--- config.mk ---
export PLATFORM = sky130hd
export DESIGN_NAME = dmi_interlock
export DESIGN_NICKNAME = d
export VERILOG_FILES = /design/src/pkg/dmi_pkg.sv /design/src/pkg/dmi_dec_if.sv /design/src/dmi_decode.sv /design/src/dmi_interlock.sv
export SDC_FILE = /design/constraint.sdc
export NUM_CORES = 1
export LEC_CHECK = 0
export BUFFER_PORTS_ARGS = -buffer_cell sky130_fd_sc_hd__buf_4
export CELL_PAD_IN_SITES_DETAIL_PLACEMENT = 1
export CELL_PAD_IN_SITES_GLOBAL_PLACEMENT = 2
export CORE_MARGIN = 2
export CORE_UTILIZATION = 26
export CTS_BUF_LIST = sky130_fd_sc_hd__clkbuf_4
export DETAILED_ROUTE_END_ITERATION = 6
export PLACE_DENSITY = 0.84
export SLEW_MARGIN = 15
export SYNTH_ARGS = -nofsm -noshare
export SYNTH_HDL_FRONTEND = slang
export SYNTH_HIERARCHICAL = 1
export SYNTH_SLANG_ARGS = --single-unit
export TNS_END_PERCENT = 1
--- constraint.sdc ---
create_clock -name clock -period 2.5 [get_ports clock]
set_input_delay 0.25 -clock clock [delete_from_list [all_inputs] [get_ports clock]]
set_output_delay 0.25 -clock clock [all_outputs]
set_load 0.005 [all_outputs]
--- src/pkg/dmi_pkg.sv ---
/*
 * Shared constants for the DSP/multiplier issue interlock: instruction
 * classes, opcode masks and matches, multiplier occupancy and the
 * saturation bit position.
 * Assumes a 16-bit instruction sits in the upper half of a 32-bit word.
 */
package dmi_pkg;

    // ----------------------------------------------------------------
    // Instruction classes
    // ----------------------------------------------------------------
    typedef enum logic [2:0] {
        DMI_CLS_OTHER    = 3'b000,
        DMI_CLS_DSP_ALU  = 3'b001,
        DMI_CLS_DSP_MUL  = 3'b010,
        DMI_CLS_MOVE     = 3'b011,
        DMI_CLS_LONG_MUL = 3'b100,
        DMI_CLS_WORD_MULTIPLY_ACCUMULATE    = 3'b101,
        DMI_CLS_SR_LOAD  = 3'b110
    } dmi_cls_t;

    // ----------------------------------------------------------------
    // Prefixes (upper halfword)
    // ----------------------------------------------------------------
    localparam logic [5:0]  DSP_PREFIX      = 6'h3e;
    localparam logic [5:0]  MOVE_PREFIX     = 6'h3c;
    localparam logic [5:0]  SINGLE_PREFIX   = 6'h3d;
    localparam logic [15:0] DSP_ADD_IDLE_HI = 16'hf800;
    localparam logic [15:0] XLOAD_IDLE_Y    = 16'hf008;
    localparam logic [15:0] SINGLE_XLOAD    = 16'hf488;
    localparam int          PREFIX_LSB      = 10;
    localparam logic [15:0] X_OP_MASK       = 16'h000c;
    localparam logic [15:0] Y_OP_MASK       = 16'h0003;

    // ----------------------------------------------------------------
    // DSP operation half (lower halfword), mask then match
    // ----------------------------------------------------------------
    localparam logic [15:0] PMUL_MASK  = 16'hf0f3;
    localparam logic [15:0] PMUL_MATCH = 16'h4000;
    localparam logic [15:0] PXFR_MASK  = 16'hccf0;
    localparam logic [15:0] PXFR_MATCH = 16'hcc00;
    localparam logic [15:0] PXFR_NZ    = 16'h0300;
    localparam logic [15:0] PSHI_MASK  = 16'hf800;
    localparam logic [15:0] PSHI_MATCH = 16'h1000;
    localparam int          IMM_LSB    = 4;
    localparam logic [6:0]  QUIET_IMM  = 7'h05;
    localparam logic [3:0]  ACC0_CODE  = 4'h7;

    // ----------------------------------------------------------------
    // Integer multiplier users and status load (16-bit)
    // ----------------------------------------------------------------
    localparam logic [15:0] OP_MASK      = 16'hf00f;
    localparam logic [15:0] MULL_MATCH   = 16'h0007;
    localparam logic [15:0] DMULU_MATCH  = 16'h3005;
    localparam logic [15:0] DMULS_MATCH  = 16'h300d;
    localparam logic [15:0] MACL_MATCH   = 16'h000f;
    localparam logic [15:0] MACW_MATCH   = 16'h400f;
    localparam logic [15:0] LDSR_MASK    = 16'hf0ff;
    localparam logic [15:0] LDSR_MATCH   = 16'h400e;

    // ----------------------------------------------------------------
    // Multiplier occupancy and status register
    // ----------------------------------------------------------------
    localparam logic [3:0]  LONG_MUL_CYCLES = 4'h4;
    localparam logic [3:0]  WORD_MULTIPLY_ACCUMULATE_CYCLES    = 4'h2;
    localparam logic [3:0]  BUSY_NONE       = 4'h0;
    localparam logic [3:0]  BUSY_STEP       = 4'h1;
    localparam int          SAT_BIT         = 1;
    localparam logic        SAT_RESET       = 1'b0;

endpackage

--- src/pkg/dmi_dec_if.sv ---
/*
 * Carrier between the interlock and its instruction decoder.
 * Assumes the decoder is purely combinational.
 */
`timescale 1ns/1ps
interface dmi_dec_if;
    import dmi_pkg::*;

    logic [31:0] word;
    dmi_cls_t    cls;
    logic        is_32;
    logic        x_idle;
    logic        y_idle;
    logic        single_move;
    logic        add_idle;
    logic        quiet_shift;

    modport dec (input word, output cls, is_32, x_idle, y_idle,
                 single_move, add_idle, quiet_shift);
    modport use_side (output word, input cls, is_32, x_idle, y_idle,
                      single_move, add_idle, quiet_shift);
endinterface

--- src/dmi_decode.sv ---
/*
 * Instruction classifier: resource class and move slot state.
 * Assumes the word arrives on the same clock; no state is held here.
 */
`timescale 1ns/1ps
module dmi_decode (
    dmi_dec_if.dec d
);
    import dmi_pkg::*;

    logic [15:0] hi;
    logic [15:0] lo;

    always_comb begin
        hi = d.word[31:16];
        lo = d.word[15:0];
        d.is_32       = (hi[15:PREFIX_LSB] == DSP_PREFIX);
        // ------------------------------------------------------------
        // Move slots: idle is a field value, so written and omitted
        // idle moves classify alike
        // ------------------------------------------------------------
        d.x_idle      = ((hi & X_OP_MASK) == '0);
        d.y_idle      = ((hi & Y_OP_MASK) == '0);
        d.add_idle    = d.is_32 && (hi == DSP_ADD_IDLE_HI);
        d.single_move = (hi[15:PREFIX_LSB] == SINGLE_PREFIX)
                        || (hi == SINGLE_XLOAD);
        d.quiet_shift = d.is_32 && ((lo & PSHI_MASK) == PSHI_MATCH)
                        && (lo[10:IMM_LSB] == QUIET_IMM)
                        && (lo[3:0] == ACC0_CODE);
        // ------------------------------------------------------------
        // Resource class
        // ------------------------------------------------------------
        if (d.is_32) begin
            if (((lo & PMUL_MASK) == PMUL_MATCH)
                || (((lo & PXFR_MASK) == PXFR_MATCH)
                    && ((lo & PXFR_NZ) != '0))) begin
                d.cls = DMI_CLS_DSP_MUL;
            end else begin
                d.cls = DMI_CLS_DSP_ALU;
            end
        end else if ((hi[15:PREFIX_LSB] == MOVE_PREFIX)
                     || d.single_move || (hi == XLOAD_IDLE_Y)) begin
            d.cls = DMI_CLS_MOVE;
        end else if (((hi & OP_MASK) == MULL_MATCH)
                     || ((hi & OP_MASK) == DMULU_MATCH)
                     || ((hi & OP_MASK) == DMULS_MATCH)
                     || ((hi & OP_MASK) == MACL_MATCH)) begin
            d.cls = DMI_CLS_LONG_MUL;
        end else if ((hi & OP_MASK) == MACW_MATCH) begin
            d.cls = DMI_CLS_WORD_MULTIPLY_ACCUMULATE;
        end else if ((hi & LDSR_MASK) == LDSR_MATCH) begin
            d.cls = DMI_CLS_SR_LOAD;
        end else begin
            d.cls = DMI_CLS_OTHER;
        end
    end
endmodule

--- src/dmi_interlock.sv ---
/*
 * Issue stage interlock for a combined integer/DSP pipeline sharing
 * one multiplier. Holds multiplier users while a multi-cycle multiply
 * runs, lets other instructions pass, and keeps status loads in order.
 * Assumes the fetch stage holds a word stable while ready is low and
 * supplies the status load value alongside the load instruction.
 */
`timescale 1ns/1ps
module dmi_interlock (
    input  wire logic             clock,
    input  wire logic             rst_n,
    input  wire logic             instr_valid,
    input  wire logic [31:0]      instr_word,
    input  wire logic             instr_in_slot,
    input  wire logic             sr_load_sat,
    output logic                  instr_ready,
    output logic                  issue_valid,
    output logic [31:0]           issue_word,
    output dmi_pkg::dmi_cls_t     issue_cls,
    output logic                  issue_x_idle,
    output logic                  issue_y_idle,
    output logic                  issue_single_move,
    output logic                  issue_add_idle,
    output logic                  issue_in_slot,
    output logic                  issue_mac_sat,
    output logic                  mul_sat,
    output logic                  mul_busy,
    output logic                  sat_mode,
    output logic                  dsp_quiet
);
    import dmi_pkg::*;

    // ----------------------------------------------------------------
    // Decoder
    // ----------------------------------------------------------------
    dmi_dec_if dec_bus ();

    assign dec_bus.word = instr_word;

    dmi_decode u_decode (
        .d (dec_bus.dec)
    );

    // ----------------------------------------------------------------
    // State
    // ----------------------------------------------------------------
    logic [3:0]  busy_cnt_reg;
    logic [3:0]  busy_cnt_next;
    logic        mul_sat_reg;
    logic        mul_sat_next;
    logic        sat_reg;
    logic        sat_next;
    logic        quiet_reg;
    logic        quiet_next;
    logic        clr_seen_reg;
    logic        clr_seen_next;
    logic        iv_reg;
    logic        iv_next;
    logic [31:0] iw_reg;
    logic [31:0] iw_next;
    dmi_cls_t    ic_reg;
    dmi_cls_t    ic_next;
    logic        ix_reg;
    logic        ix_next;
    logic        iy_reg;
    logic        iy_next;
    logic        is_reg;
    logic        is_next;
    logic        ia_reg;
    logic        ia_next;
    logic        isl_reg;
    logic        isl_next;
    logic        ims_reg;
    logic        ims_next;

    logic        uses_mul;
    logic        is_mac;
    logic        stall;
    logic        take;
    logic        mul_free;

    // ----------------------------------------------------------------
    // Interlock
    // ----------------------------------------------------------------
    always_comb begin
        mul_free = (busy_cnt_reg == BUSY_NONE);
        uses_mul = (dec_bus.cls == DMI_CLS_DSP_MUL)
                   || (dec_bus.cls == DMI_CLS_LONG_MUL)
                   || (dec_bus.cls == DMI_CLS_WORD_MULTIPLY_ACCUMULATE);
        is_mac   = (dec_bus.cls == DMI_CLS_WORD_MULTIPLY_ACCUMULATE)
                   || ((dec_bus.cls == DMI_CLS_LONG_MUL)
                       && ((instr_word[31:16] & OP_MASK) == MACL_MATCH));
        // Only valid, class and busy count matter: branch slot position
        // and fetch source never enter the stall term
        stall    = instr_valid && uses_mul && !mul_free;
        // In-order issue: a status load behind a stalled accumulate
        // waits with it, so it cannot overtake
        instr_ready = !stall;
        take     = instr_valid && !stall;
    end

    // ----------------------------------------------------------------
    // Multiplier occupancy and saturation
    // ----------------------------------------------------------------
    always_comb begin
        busy_cnt_next = busy_cnt_reg;
        mul_sat_next  = mul_sat_reg;
        sat_next      = sat_reg;
        if (!mul_free) begin
            busy_cnt_next = busy_cnt_reg - BUSY_STEP;
        end
        if (take && (dec_bus.cls == DMI_CLS_LONG_MUL)) begin
            busy_cnt_next = LONG_MUL_CYCLES;
        end else if (take && (dec_bus.cls == DMI_CLS_WORD_MULTIPLY_ACCUMULATE)) begin
            busy_cnt_next = WORD_MULTIPLY_ACCUMULATE_CYCLES;
        end
        if (take && is_mac) begin
            // Mode captured at issue, so a later status load cannot
            // reach an accumulate already in the multiplier
            mul_sat_next = sat_reg;
        end
        if (take && (dec_bus.cls == DMI_CLS_SR_LOAD)) begin
            sat_next = sr_load_sat;
        end
    end

    always_ff @(posedge clock) begin
        if (!rst_n) begin
            busy_cnt_reg <= BUSY_NONE;
            mul_sat_reg  <= SAT_RESET;
            sat_reg      <= SAT_RESET;
        end else begin
            busy_cnt_reg <= busy_cnt_next;
            mul_sat_reg  <= mul_sat_next;
            sat_reg      <= sat_next;
        end
    end

    // ----------------------------------------------------------------
    // Quiet idiom tracker
    // ----------------------------------------------------------------
    always_comb begin
        clr_seen_next = clr_seen_reg;
        quiet_next    = quiet_reg;
        if (take && dec_bus.is_32) begin
            // Accumulator clear is any non-multiplier DSP op but a quiet shift ahead of
            // the shift; a cheap match, traded for exactness
            quiet_next    = dec_bus.quiet_shift && clr_seen_reg;
            clr_seen_next = (dec_bus.cls == DMI_CLS_DSP_ALU)
                            && !dec_bus.quiet_shift;
        end
    end

    always_ff @(posedge clock) begin
        if (!rst_n) begin
            clr_seen_reg <= 1'b0;
            quiet_reg    <= 1'b0;
        end else begin
            clr_seen_reg <= clr_seen_next;
            quiet_reg    <= quiet_next;
        end
    end

    // ----------------------------------------------------------------
    // Issue register
    // ----------------------------------------------------------------
    always_comb begin
        iv_next  = take;
        iw_next  = iw_reg;
        ic_next  = ic_reg;
        ix_next  = ix_reg;
        iy_next  = iy_reg;
        is_next  = is_reg;
        ia_next  = ia_reg;
        isl_next = isl_reg;
        ims_next = ims_reg;
        // Loaded only on issue: a bypassing op is never touched by the
        // hold of a stalled multiplier user
        if (take) begin
            iw_next  = instr_word;
            ic_next  = dec_bus.cls;
            ix_next  = dec_bus.x_idle;
            iy_next  = dec_bus.y_idle;
            is_next  = dec_bus.single_move;
            ia_next  = dec_bus.add_idle;
            isl_next = instr_in_slot;
            ims_next = is_mac ? sat_reg : ims_reg;
        end
    end

    always_ff @(posedge clock) begin
        if (!rst_n) begin
            iv_reg  <= 1'b0;
            iw_reg  <= '0;
            ic_reg  <= DMI_CLS_OTHER;
            ix_reg  <= 1'b0;
            iy_reg  <= 1'b0;
            is_reg  <= 1'b0;
            ia_reg  <= 1'b0;
            isl_reg <= 1'b0;
            ims_reg <= SAT_RESET;
        end else begin
            iv_reg  <= iv_next;
            iw_reg  <= iw_next;
            ic_reg  <= ic_next;
            ix_reg  <= ix_next;
            iy_reg  <= iy_next;
            is_reg  <= is_next;
            ia_reg  <= ia_next;
            isl_reg <= isl_next;
            ims_reg <= ims_next;
        end
    end

    // ----------------------------------------------------------------
    // Outputs
    // ----------------------------------------------------------------
    assign issue_valid       = iv_reg;
    assign issue_word        = iw_reg;
    assign issue_cls         = ic_reg;
    assign issue_x_idle      = ix_reg;
    assign issue_y_idle      = iy_reg;
    assign issue_single_move = is_reg;
    assign issue_add_idle    = ia_reg;
    assign issue_in_slot     = isl_reg;
    assign issue_mac_sat     = ims_reg;
    assign mul_sat           = mul_sat_reg;
    assign mul_busy          = !mul_free;
    assign sat_mode          = sat_reg;
    assign dsp_quiet         = quiet_reg;

endmodule

### After elaboration in Yosys (flattened, before gate mapping)

Cells that the tools add are included.

* bits of input ports: 37
* word-level logic and storage cells: 87
* output and inout bits: 47
* register bits after elaboration: 50

* reduce and logical (&&, ||, !) cells: 36
* mux-type cells: 9
* bitwise gates (word level): 1
* equal/unequal tests: 24
* $add $sub $neg: 1

Operators by type and width (count)
* equality test 16 bit, second input constant: 3
* zero test 16 bit: 2
* 2-to-1 mux 3 bit: 8
* equality test 6 bit, second input constant: 3
* equality test 8 x 6 -> 1 bit, second input constant: 2
* logical AND 1 bit: 16
* nonzero test 16 bit: 1
* equality test 12 x 11 -> 1 bit, second input constant: 1
* equality test 10 x 9 -> 1 bit, second input constant: 1
* logical OR 1 bit: 10
* equality test 3 bit, second input constant: 3
* equality test 8 x 3 -> 1 bit, second input constant: 1
* equality test 8 x 4 -> 1 bit, second input constant: 1
* equality test 8 x 7 -> 1 bit, second input constant: 1
* equality test 8 bit, second input constant: 1
* equality test 7 x 3 -> 1 bit, second input constant: 1
* equality test 5 x 2 -> 1 bit, second input constant: 1
* equality test 4 x 3 -> 1 bit, second input constant: 1
* zero test 4 bit: 1
* subtractor 4 x 1 -> 4 bit, second input constant: 1
* equality test 3 x 1 -> 1 bit, second input constant: 1
* equality test 3 x 2 -> 1 bit, second input constant: 1
* zero test 1 bit: 3
* inequality test 3 x 1 -> 1 bit, second input constant: 1
* 6 further kinds: 6

### Logic depth before layout (Yosys ltp)

Gate-level depths: netlist of the first run.

* depth after elaboration: 17
* gate-level depth with buffers: 10
* mapped depth without buffers: 8

### Cells and area by module

Netlist of the first run, hierarchy kept.

Modules (own cells, without submodules)
* dmi_interlock: cells each 225, area an instance 2044.5 um^2, times used 1, sequential area each 980.9 um^2
* dmi_decode: cells each 37, area an instance 254.0 um^2, times used 1, sequential area each 0.0 um^2

### Worst setup path before layout of the first run

No wires, ideal clock.

* path kind: in2reg
* start: input instr_word[21]
* end: register iv_reg (netlist: issue_valid)
* stages: 10
* slack: 0.056 ns
* setup time: 0.115 ns
* data required time: 2.385 ns
* path buffers: 2
* arrival time: 2.330 ns
* cells stage by stage: or4_1 > nor2_1 > a22oi_1 > a21oi_1 > or3b_1 > a21oi_2 > nor2b_1 > buf_6 > buf_6 > and2_1

* longest elaborated chain between the ends: 13
* elaborated cells on any way between the ends: 20
* classes of those cells: eq/ne (6); mux (5); reduce/logical (9)

RTL lines
* from (decl): RTL line dmi_interlock.sv:13 `input wire logic [31:0] instr_word,`
* equality test 12 x 11 -> 1 bit or equality test 16 bit (tied branches): RTL line dmi_decode.sv:51, dmi_decode.sv:26
* 2-to-1 mux 3 bit or logical OR 1 bit (tied branches): RTL line dmi_decode.sv:51, dmi_decode.sv:26
* 2-to-1 mux 3 bit or logical OR 1 bit (tied branches): RTL line dmi_decode.sv:49, dmi_decode.sv:42
* 2-to-1 mux 3 bit or logical OR 1 bit (tied branches): RTL line dmi_decode.sv:44, dmi_decode.sv:42
* 2-to-1 mux 3 bit (*): RTL line dmi_decode.sv:41 `end else if ((hi[15:PREFIX_LSB] == MOVE_PREFIX)`
* 2-to-1 mux 3 bit (*): RTL line dmi_decode.sv:33 `if (d.is_32) begin`
* net dec_bus.cls[1]: RTL line dmi_dec_if.sv:10 `dmi_cls_t cls;`
* equality test 3 x 2 -> 1 bit or equality test 3 bit (tied branches): RTL line dmi_interlock.sv:87, dmi_interlock.sv:88
* logical OR 1 bit: RTL line dmi_interlock.sv:88 `|| (dec_bus.cls == DMI_CLS_LONG_MUL)`
* logical OR 1 bit (*): RTL line dmi_interlock.sv:89 `|| (dec_bus.cls == DMI_CLS_WORD_MULTIPLY_ACCUMULATE);`
* logical AND 1 bit (*) (2 in series): RTL line dmi_interlock.sv:95 `stall = instr_valid && uses_mul && !mul_free;`
* zero test 1 bit (*): RTL line dmi_interlock.sv:99 `take = instr_valid && !stall;`
* logical AND 1 bit (*): RTL line dmi_interlock.sv:99
* to (signal assigned): RTL line dmi_interlock.sv:203 `iv_reg <= iv_next;`
* to (decl): RTL line dmi_interlock.sv:57 `logic iv_reg;`

Mark *: on every way through the listed nets, which the timed path passes. The rest lies on a longest branch.
A chain may end at the register's enable or synchronous reset.

### Worst setup path after layout of the first run

* start: input instr_word[1]
* end: output instr_ready

* longest elaborated chain between the ends: 10
* elaborated cells on any way between the ends: 12
* classes of those cells: eq/ne (4); mux (2); reduce/logical (6)

RTL lines
* equality test 10 x 9 -> 1 bit (*): RTL line dmi_decode.sv:34 `if (((lo & PMUL_MASK) == PMUL_MATCH)`
* logical OR 1 bit (*): RTL line dmi_decode.sv:35 `|| (((lo & PXFR_MASK) == PXFR_MATCH)`
* 2-to-1 mux 2 bit (*): RTL line dmi_decode.sv:34
* 2-to-1 mux 3 bit (*): RTL line dmi_decode.sv:33
* net dec_bus.cls[0]: RTL line dmi_dec_if.sv:10
* equality test 3 x 2 -> 1 bit or equality test 3 bit (tied branches): RTL line dmi_interlock.sv:87, dmi_interlock.sv:88
* logical OR 1 bit: RTL line dmi_interlock.sv:88
* logical OR 1 bit (*): RTL line dmi_interlock.sv:89
* logical AND 1 bit (*) (2 in series): RTL line dmi_interlock.sv:95
* zero test 1 bit (*): RTL line dmi_interlock.sv:98 `instr_ready = !stall;`
* to (decl): RTL line dmi_interlock.sv:16 `output logic instr_ready,`

Marked as above.

==> results.sh, run 1 <==
export IMPL_r2r_start="busy_cnt_reg[0]"
export IMPL_largest_register_ffs=32
export IMPL_end_kind="output port"
export IMPL_drt_initial_drc_count=47
export IMPL_path_clk_slew_ps=150
export IMPL_place_congestion=0.753
export IMPL_timing_setup_tns_ps=0
export IMPL_wl_per_cell_um=14.4
export IMPL_dp_cells=447
export IMPL_ioPinCount=84
export IMPL_vias=2135
export IMPL_p_total_mw=1.48
export IMPL_holdPathStages=3
export IMPL_synth_top_area_cell="dfxtp_1"
export IMPL_yosysWarningCount=6
export IMPL_drive_above_1_share_pct=34.1
export IMPL_mappedNetlistArea_mm2=0.00230
export IMPL_dp_hpwl_um=4950
export IMPL_status="completed"
export IMPL_syn2layout_area_growth_pct=38.3
export IMPL_firstDrtPassIters=4
export IMPL_die_area_mm2=0.00961
export IMPL_drt_wl_total_um=6590
export IMPL_num_rows=34
export IMPL_peakVddDrop_mv=0.203
export IMPL_cts_root_buf="clkbuf_4"
export IMPL_start_util_pct=26.6
export IMPL_post_dp_cell_area_mm2=0.00306
export IMPL_whs_ps=108
export IMPL_cts_sinks=49
export IMPL_hp_class="input pin to flip-flop"
export IMPL_grt_pass1_wl_um=11100
export IMPL_r2r_cells=6
export IMPL_antenna_cells=0
export IMPL_avgSynthCellArea_um2=8.77
export IMPL_synth_top_area_share_pct=42.7
export IMPL_ys_ff_latch=49
export IMPL_synth_distinct_cells=40
export IMPL_cts_tree="built"
export IMPL_grt_max_degree=59
export IMPL_fp_coreArea_mm2=0.00864
export IMPL_cts_htree_levels=2
export IMPL_drc=0
export IMPL_cts_buffers=5
export IMPL_n_fill_cell=1041
export IMPL_clkLatencyLatePin_ps=370
export IMPL_p_leak_nw=1.46
export IMPL_synth_nets=299
export IMPL_startpoint="instr_word[1]"
export IMPL_gr_total_overflow=0
export IMPL_final_cell_area_mm2=0.00318
export IMPL_slew_violations=0
export IMPL_setup_viol=0
export IMPL_slew_headroom_pct=62.8
export IMPL_nNetsFinal=385
export IMPL_io_buffers=83
export IMPL_finalCritPeriodShare_pct=97.0
export IMPL_synthCells=262
export IMPL_critPathMaxFanout=3
export IMPL_cts_buffer_depth=2
export IMPL_skew_ps=12.2
export IMPL_power_density_mw_per_mm2=465
export IMPL_fp_dieW_um=98.0
export IMPL_synth_area_leaders="dfxtp_1 43%, mux2i_1 20%, nand2_1 15%"
export IMPL_min_period_ps=2420
export IMPL_ys_seq_area_share_pct=42.7
export IMPL_max_freq_ghz=0.412
export IMPL_ant_nets=0
export IMPL_cap_violations=0
export IMPL_fp_dieH_um=98.0
export IMPL_mostFrequentLayoutCells="91 x nand2_1, 91 x buf_4, 49 x dfxtp_1, 45 x mux2i_1"
export IMPL_worst_pin_slew_ps=558
export IMPL_instances_no_fill=457
export IMPL_antenna_found_initial=0
export IMPL_grt_use_total_pct=13.9
export IMPL_worstHoldStart="instr_word[13]"
export IMPL_arrival_ps=2170
export IMPL_grt_pass1_vias=2205
export IMPL_hold_buffers=0
export IMPL_vias_per_cell=4.67
export IMPL_cp_data_required_time_ps=2250
export IMPL_cp_start_kind="input pin"
export IMPL_critical_path_class="input pin to output port"
export IMPL_hold_violations=0
[final cells by class]
class	instances	area [µm²]	share of cell area, %
Multi-Input combinational cell	194	1250	39.3
Sequential cell	49	981	30.9
Timing Repair Buffer	95	746	23.5
Tap cell	108	135	4.25
Clock buffer	6	45.0	1.42
Inverter	3	11.3	0.354
Clock inverter	2	10.0	0.315
[worst paths after layout]
check	end	slack, ps
setup / recovery	instr_ready	80
hold / removal	issue_word[13]	110
setup reg to reg	issue_cls[1]	750
hold reg to reg	issue_in_slot	470
[worst max-delay path: stages]
cell and delay (ps):
buf_4 130, or4_4 510, o21ai_2 160, nand3_2 120, o21ba_4 250, or3b_4 390, a21oi_4 180, nand2_2 70
buf_6 120
[stage by stage]
step                      util [%]  worst slack, ps
final                         36.8             75.6
after global routing          36.8            -11.2
after CTS                     36.3             17.8
after detailed placement      35.5            -92.9
after global placement        35.5            -25.3
after floorplan                  -             55.5
[layer usage]
| metal | track usage, % | vias to the layer above | share of wire [%] |
|---|---|---|---|
| met4 | 3.31 | 0 | 0.83 |
| met2 | 23.7 | 55 | 49 |
| met3 | 2.72 | 5 | 4.7 |
| met5 | 0 | - | 0 |
| li1 | - | 1066 | - |
| met1 | 18.1 | 1009 | 46 |
[where the power goes]
part	internal, mW	switching, mW
Clock	0.119	0.262
Combinational	0.139	0.119
Sequential	0.819	0.0211
Total	1.08	0.402
[cells in the mapped netlist]
cell type	n
and3_1	2
or3b_2	1
o211ai_1	1
clkbuf_1	10
nor3_1	2
o2111ai_1	1
nor3b_2	1
nor4_4	1
buf_6	5
nor4_1	3
o311a_1	1
nor4b_1	1
nand4_1	2
and4bb_2	1
o311ai_0	1
or4_1	3
nor2_1	7
or4b_1	1
mux2i_1	45
nor4_2	1
o21ai_0	1
or3b_1	1
nand2_1	92
nand4b_1	1
inv_1	2
o21ai_1	1
a21oi_1	5
nand3b_1	1
a22oi_1	1
nor2b_1	3
nor3b_1	3
nand3_1	2
inv_2	1
a21oi_2	1
nand2b_1	1
and2_1	1
o21ba_1	1
buf_4	1
and4_1	4
dfxtp_1	49
[kinds of logic (layout without fill, tap and decap cells)]
group / Yosys count / after routing / synth area share (%)
AND/OR/NAND/NOR: 135 / 135 / 28.6
AO/OA/AOI/OAI: 14 / 14 / 4.19
flip-flops: 49 / 49 / 42.7
multiplexers: 45 / 45 / 19.6
buffers and inverters: 19 / 106 / 4.90
[repair_timing]
item / 4_1_cts / 5_1_grt
pin swaps: 1 / 6
buffers inserted: 0 / 2
resized for setup: 4 / 8
setup endpoints to repair: 1 / 1
Note: power is estimated with default switching activity, not from simulation.
==> inputs of run 2 (changes only) <==
BUFFER_PORTS_ARGS = -buffer_cell sky130_fd_sc_hd__buf_2   (was -buffer_cell sky130_fd_sc_hd__buf_4)
==> run 2 against run 1 <==
  * Cell count is 0.44% lower
  * Design area shrank 4.3%
  * Sequential share of layout area increased by 1.4 points
  * Clock skew up 7.2 ps
  * First-iteration DRC count decreased by 28%
  * Clock power increased by 57%
  * Global-route usage down 0.17 points
  * Sequential cell count did not move
  * Die area stayed put
  * Register-to-register slack better by 30 ps
  * Critical path type unchanged
  * Largest cell class unchanged
  * Largest power group unchanged
  * Highest routed layer unchanged
==> results.sh, run 2 (synthesized netlist as in run 1, its figures left out) <==
export IMPL_status="completed"
export IMPL_drt_wl_total_um=6600
export IMPL_slowest_delay_ps=530
export IMPL_pre_cts_slack_ps=-63.8
export IMPL_setup_viol=0
export IMPL_cts_tree="built"
export IMPL_firstDrtPassIters=4
export IMPL_skew_ps=19.5
export IMPL_grt_use_total_pct=13.7
export IMPL_instances_no_fill=455
export IMPL_crit_chain="buf_8 > or4_4 > o21ai_2 > nand3_2 > o21ba_4 > or3b_4 > a21oi_4 > nand2_2 > buf_2"
export IMPL_nNetsFinal=383
export IMPL_peakVddDrop_mv=0.163
export IMPL_power_density_mw_per_mm2=548
export IMPL_start_util_pct=26.6
export IMPL_hold_violations=0
export IMPL_finalCoreUtilization_pct=35.2
export IMPL_drc=0
export IMPL_finalCritPeriodShare_pct=98.3
export IMPL_cts_buffers=5
export IMPL_die_area_mm2=0.00961
export IMPL_slowest_stage="or4_4"
export IMPL_drt_initial_drc_count=34
export IMPL_slew_headroom_pct=47.0
export IMPL_hp_class="input pin to flip-flop"
export IMPL_fp_dieH_um=98.0
export IMPL_cp_start_kind="input pin"
export IMPL_dp_cells=446
export IMPL_antenna_cells=0
export IMPL_cts_root_buf="clkbuf_4"
export IMPL_cap_violations=0
export IMPL_largest_register_ffs=32
export IMPL_whs_ps=88.5
export IMPL_setup_ws_ps=42.5
export IMPL_io_buffers=83
export IMPL_mostFrequentLayoutCells="91 x nand2_1, 81 x buf_2, 49 x dfxtp_1, 45 x mux2i_1"
export IMPL_end_kind="output port"
export IMPL_vias=2116
export IMPL_worst_pin_slew_ps=795
export IMPL_drive_above_1_share_pct=33.7
export IMPL_cts_htree_levels=2
export IMPL_grt_pass1_wl_um=10800
export IMPL_max_freq_ghz=0.407
export IMPL_place_congestion=0.746
export IMPL_clkLatencyLatePin_ps=380
export IMPL_critical_path_class="input pin to output port"
export IMPL_antenna_found_initial=0
export IMPL_min_period_ps=2460
export IMPL_fp_coreArea_mm2=0.00864
export IMPL_arrival_ps=2210
export IMPL_rsz0062_at_grt="yes"
export IMPL_cp_data_required_time_ps=2250
export IMPL_hold_buffers=0
export IMPL_dp_hpwl_um=4990
export IMPL_cts_buffer_depth=2
export IMPL_p_leak_nw=1.44
export IMPL_fp_dieW_um=98.0
export IMPL_grt_max_degree=43
export IMPL_wl_per_cell_um=14.5
export IMPL_critPathMaxFanout=4
export IMPL_ant_nets=0
export IMPL_timing_setup_tns_ps=0
export IMPL_cts_sinks=49
export IMPL_num_rows=34
export IMPL_ioPinCount=84
export IMPL_layout_commonest_cell="nand2_1"
export IMPL_syn2layout_area_growth_pct=32.3
export IMPL_path_clk_slew_ps=170
export IMPL_grt_pass1_vias=2132
export IMPL_slew_violations=0
export IMPL_gr_total_overflow=0
export IMPL_vias_per_cell=4.65
[run 2: cell count changes in the layout (fill, tap and decap cells not counted), moves of 2 or more]
cell       previous run  this run
buf_12                2         4
clkinv_2              2         0
bufinv_16             0         2
buf_4                91         6
buf_2                 0        81
[run 2: path summary, 6_finish.rpt]
kind / cells after the start / slack (ps) / endpoint / from
max: 9 / 40 / instr_ready / instr_word[15]
min: 3 / 90 / issue_word[15] / instr_word[15]
max reg2reg: 4 / 780 / busy_cnt_reg[1] / busy_cnt_reg[0]
min reg2reg: 2 / 470 / issue_word[21] / issue_word[21]
[run 2: cell type report]
cell class              instances  area, µm²
fillers                      1038       5600
multi-input cells             194       1250
flip-flops and latches         49        981
repair buffers                 93        557
well taps                     108        135
clock inverters                 3       68.8
clock buffers                   5       37.5
inverters                       3       11.3
[run 2: per-stage QoR]
stage	total power, mW	area [µm²]
after floorplan	0.967	2300
after global placement	1.08	2870
after detailed placement	1.08	2870
after CTS	1.69	2980
after global routing	1.75	3040
final	1.67	3040
[run 2: what timing repair did]
item                       4_1_cts  5_1_grt
gates cloned                     0        0
buffers inserted                 0        1
setup endpoints to repair        1        1
pin swaps                        1        6
gates resized for setup          0       15
[run 2: worst max-delay path, delay by kind of cell]
| kind | cells | cell delay (ps) |
|---|---|---|
| simple gates | 4 | 1120 |
| buf+inv | 2 | 230 |
| compound gates | 3 | 610 |
[run 2: report_power, final]
part / switching, mW / internal, mW / leakage (nW)
Clock: 0.282 / 0.315 / 0.0558
Combinational: 0.121 / 0.110 / 0.983
Sequential: 0.0187 / 0.819 / 0.402
Total: 0.422 / 1.24 / 1.44
[run 2: layer usage]
metal / vias to the layer above / part of all wire (%) / GRT usage (%) / wire (µm)
met3: 6 / 4.7 / 3.22 / 312
met1: 997 / 46 / 17.6 / 3010
met2: 50 / 49 / 23.4 / 3210
met5: - / 0 / 0 / 0
met4: 0 / 0.99 / 3.21 / 65
li1: 1063 / - / - / -
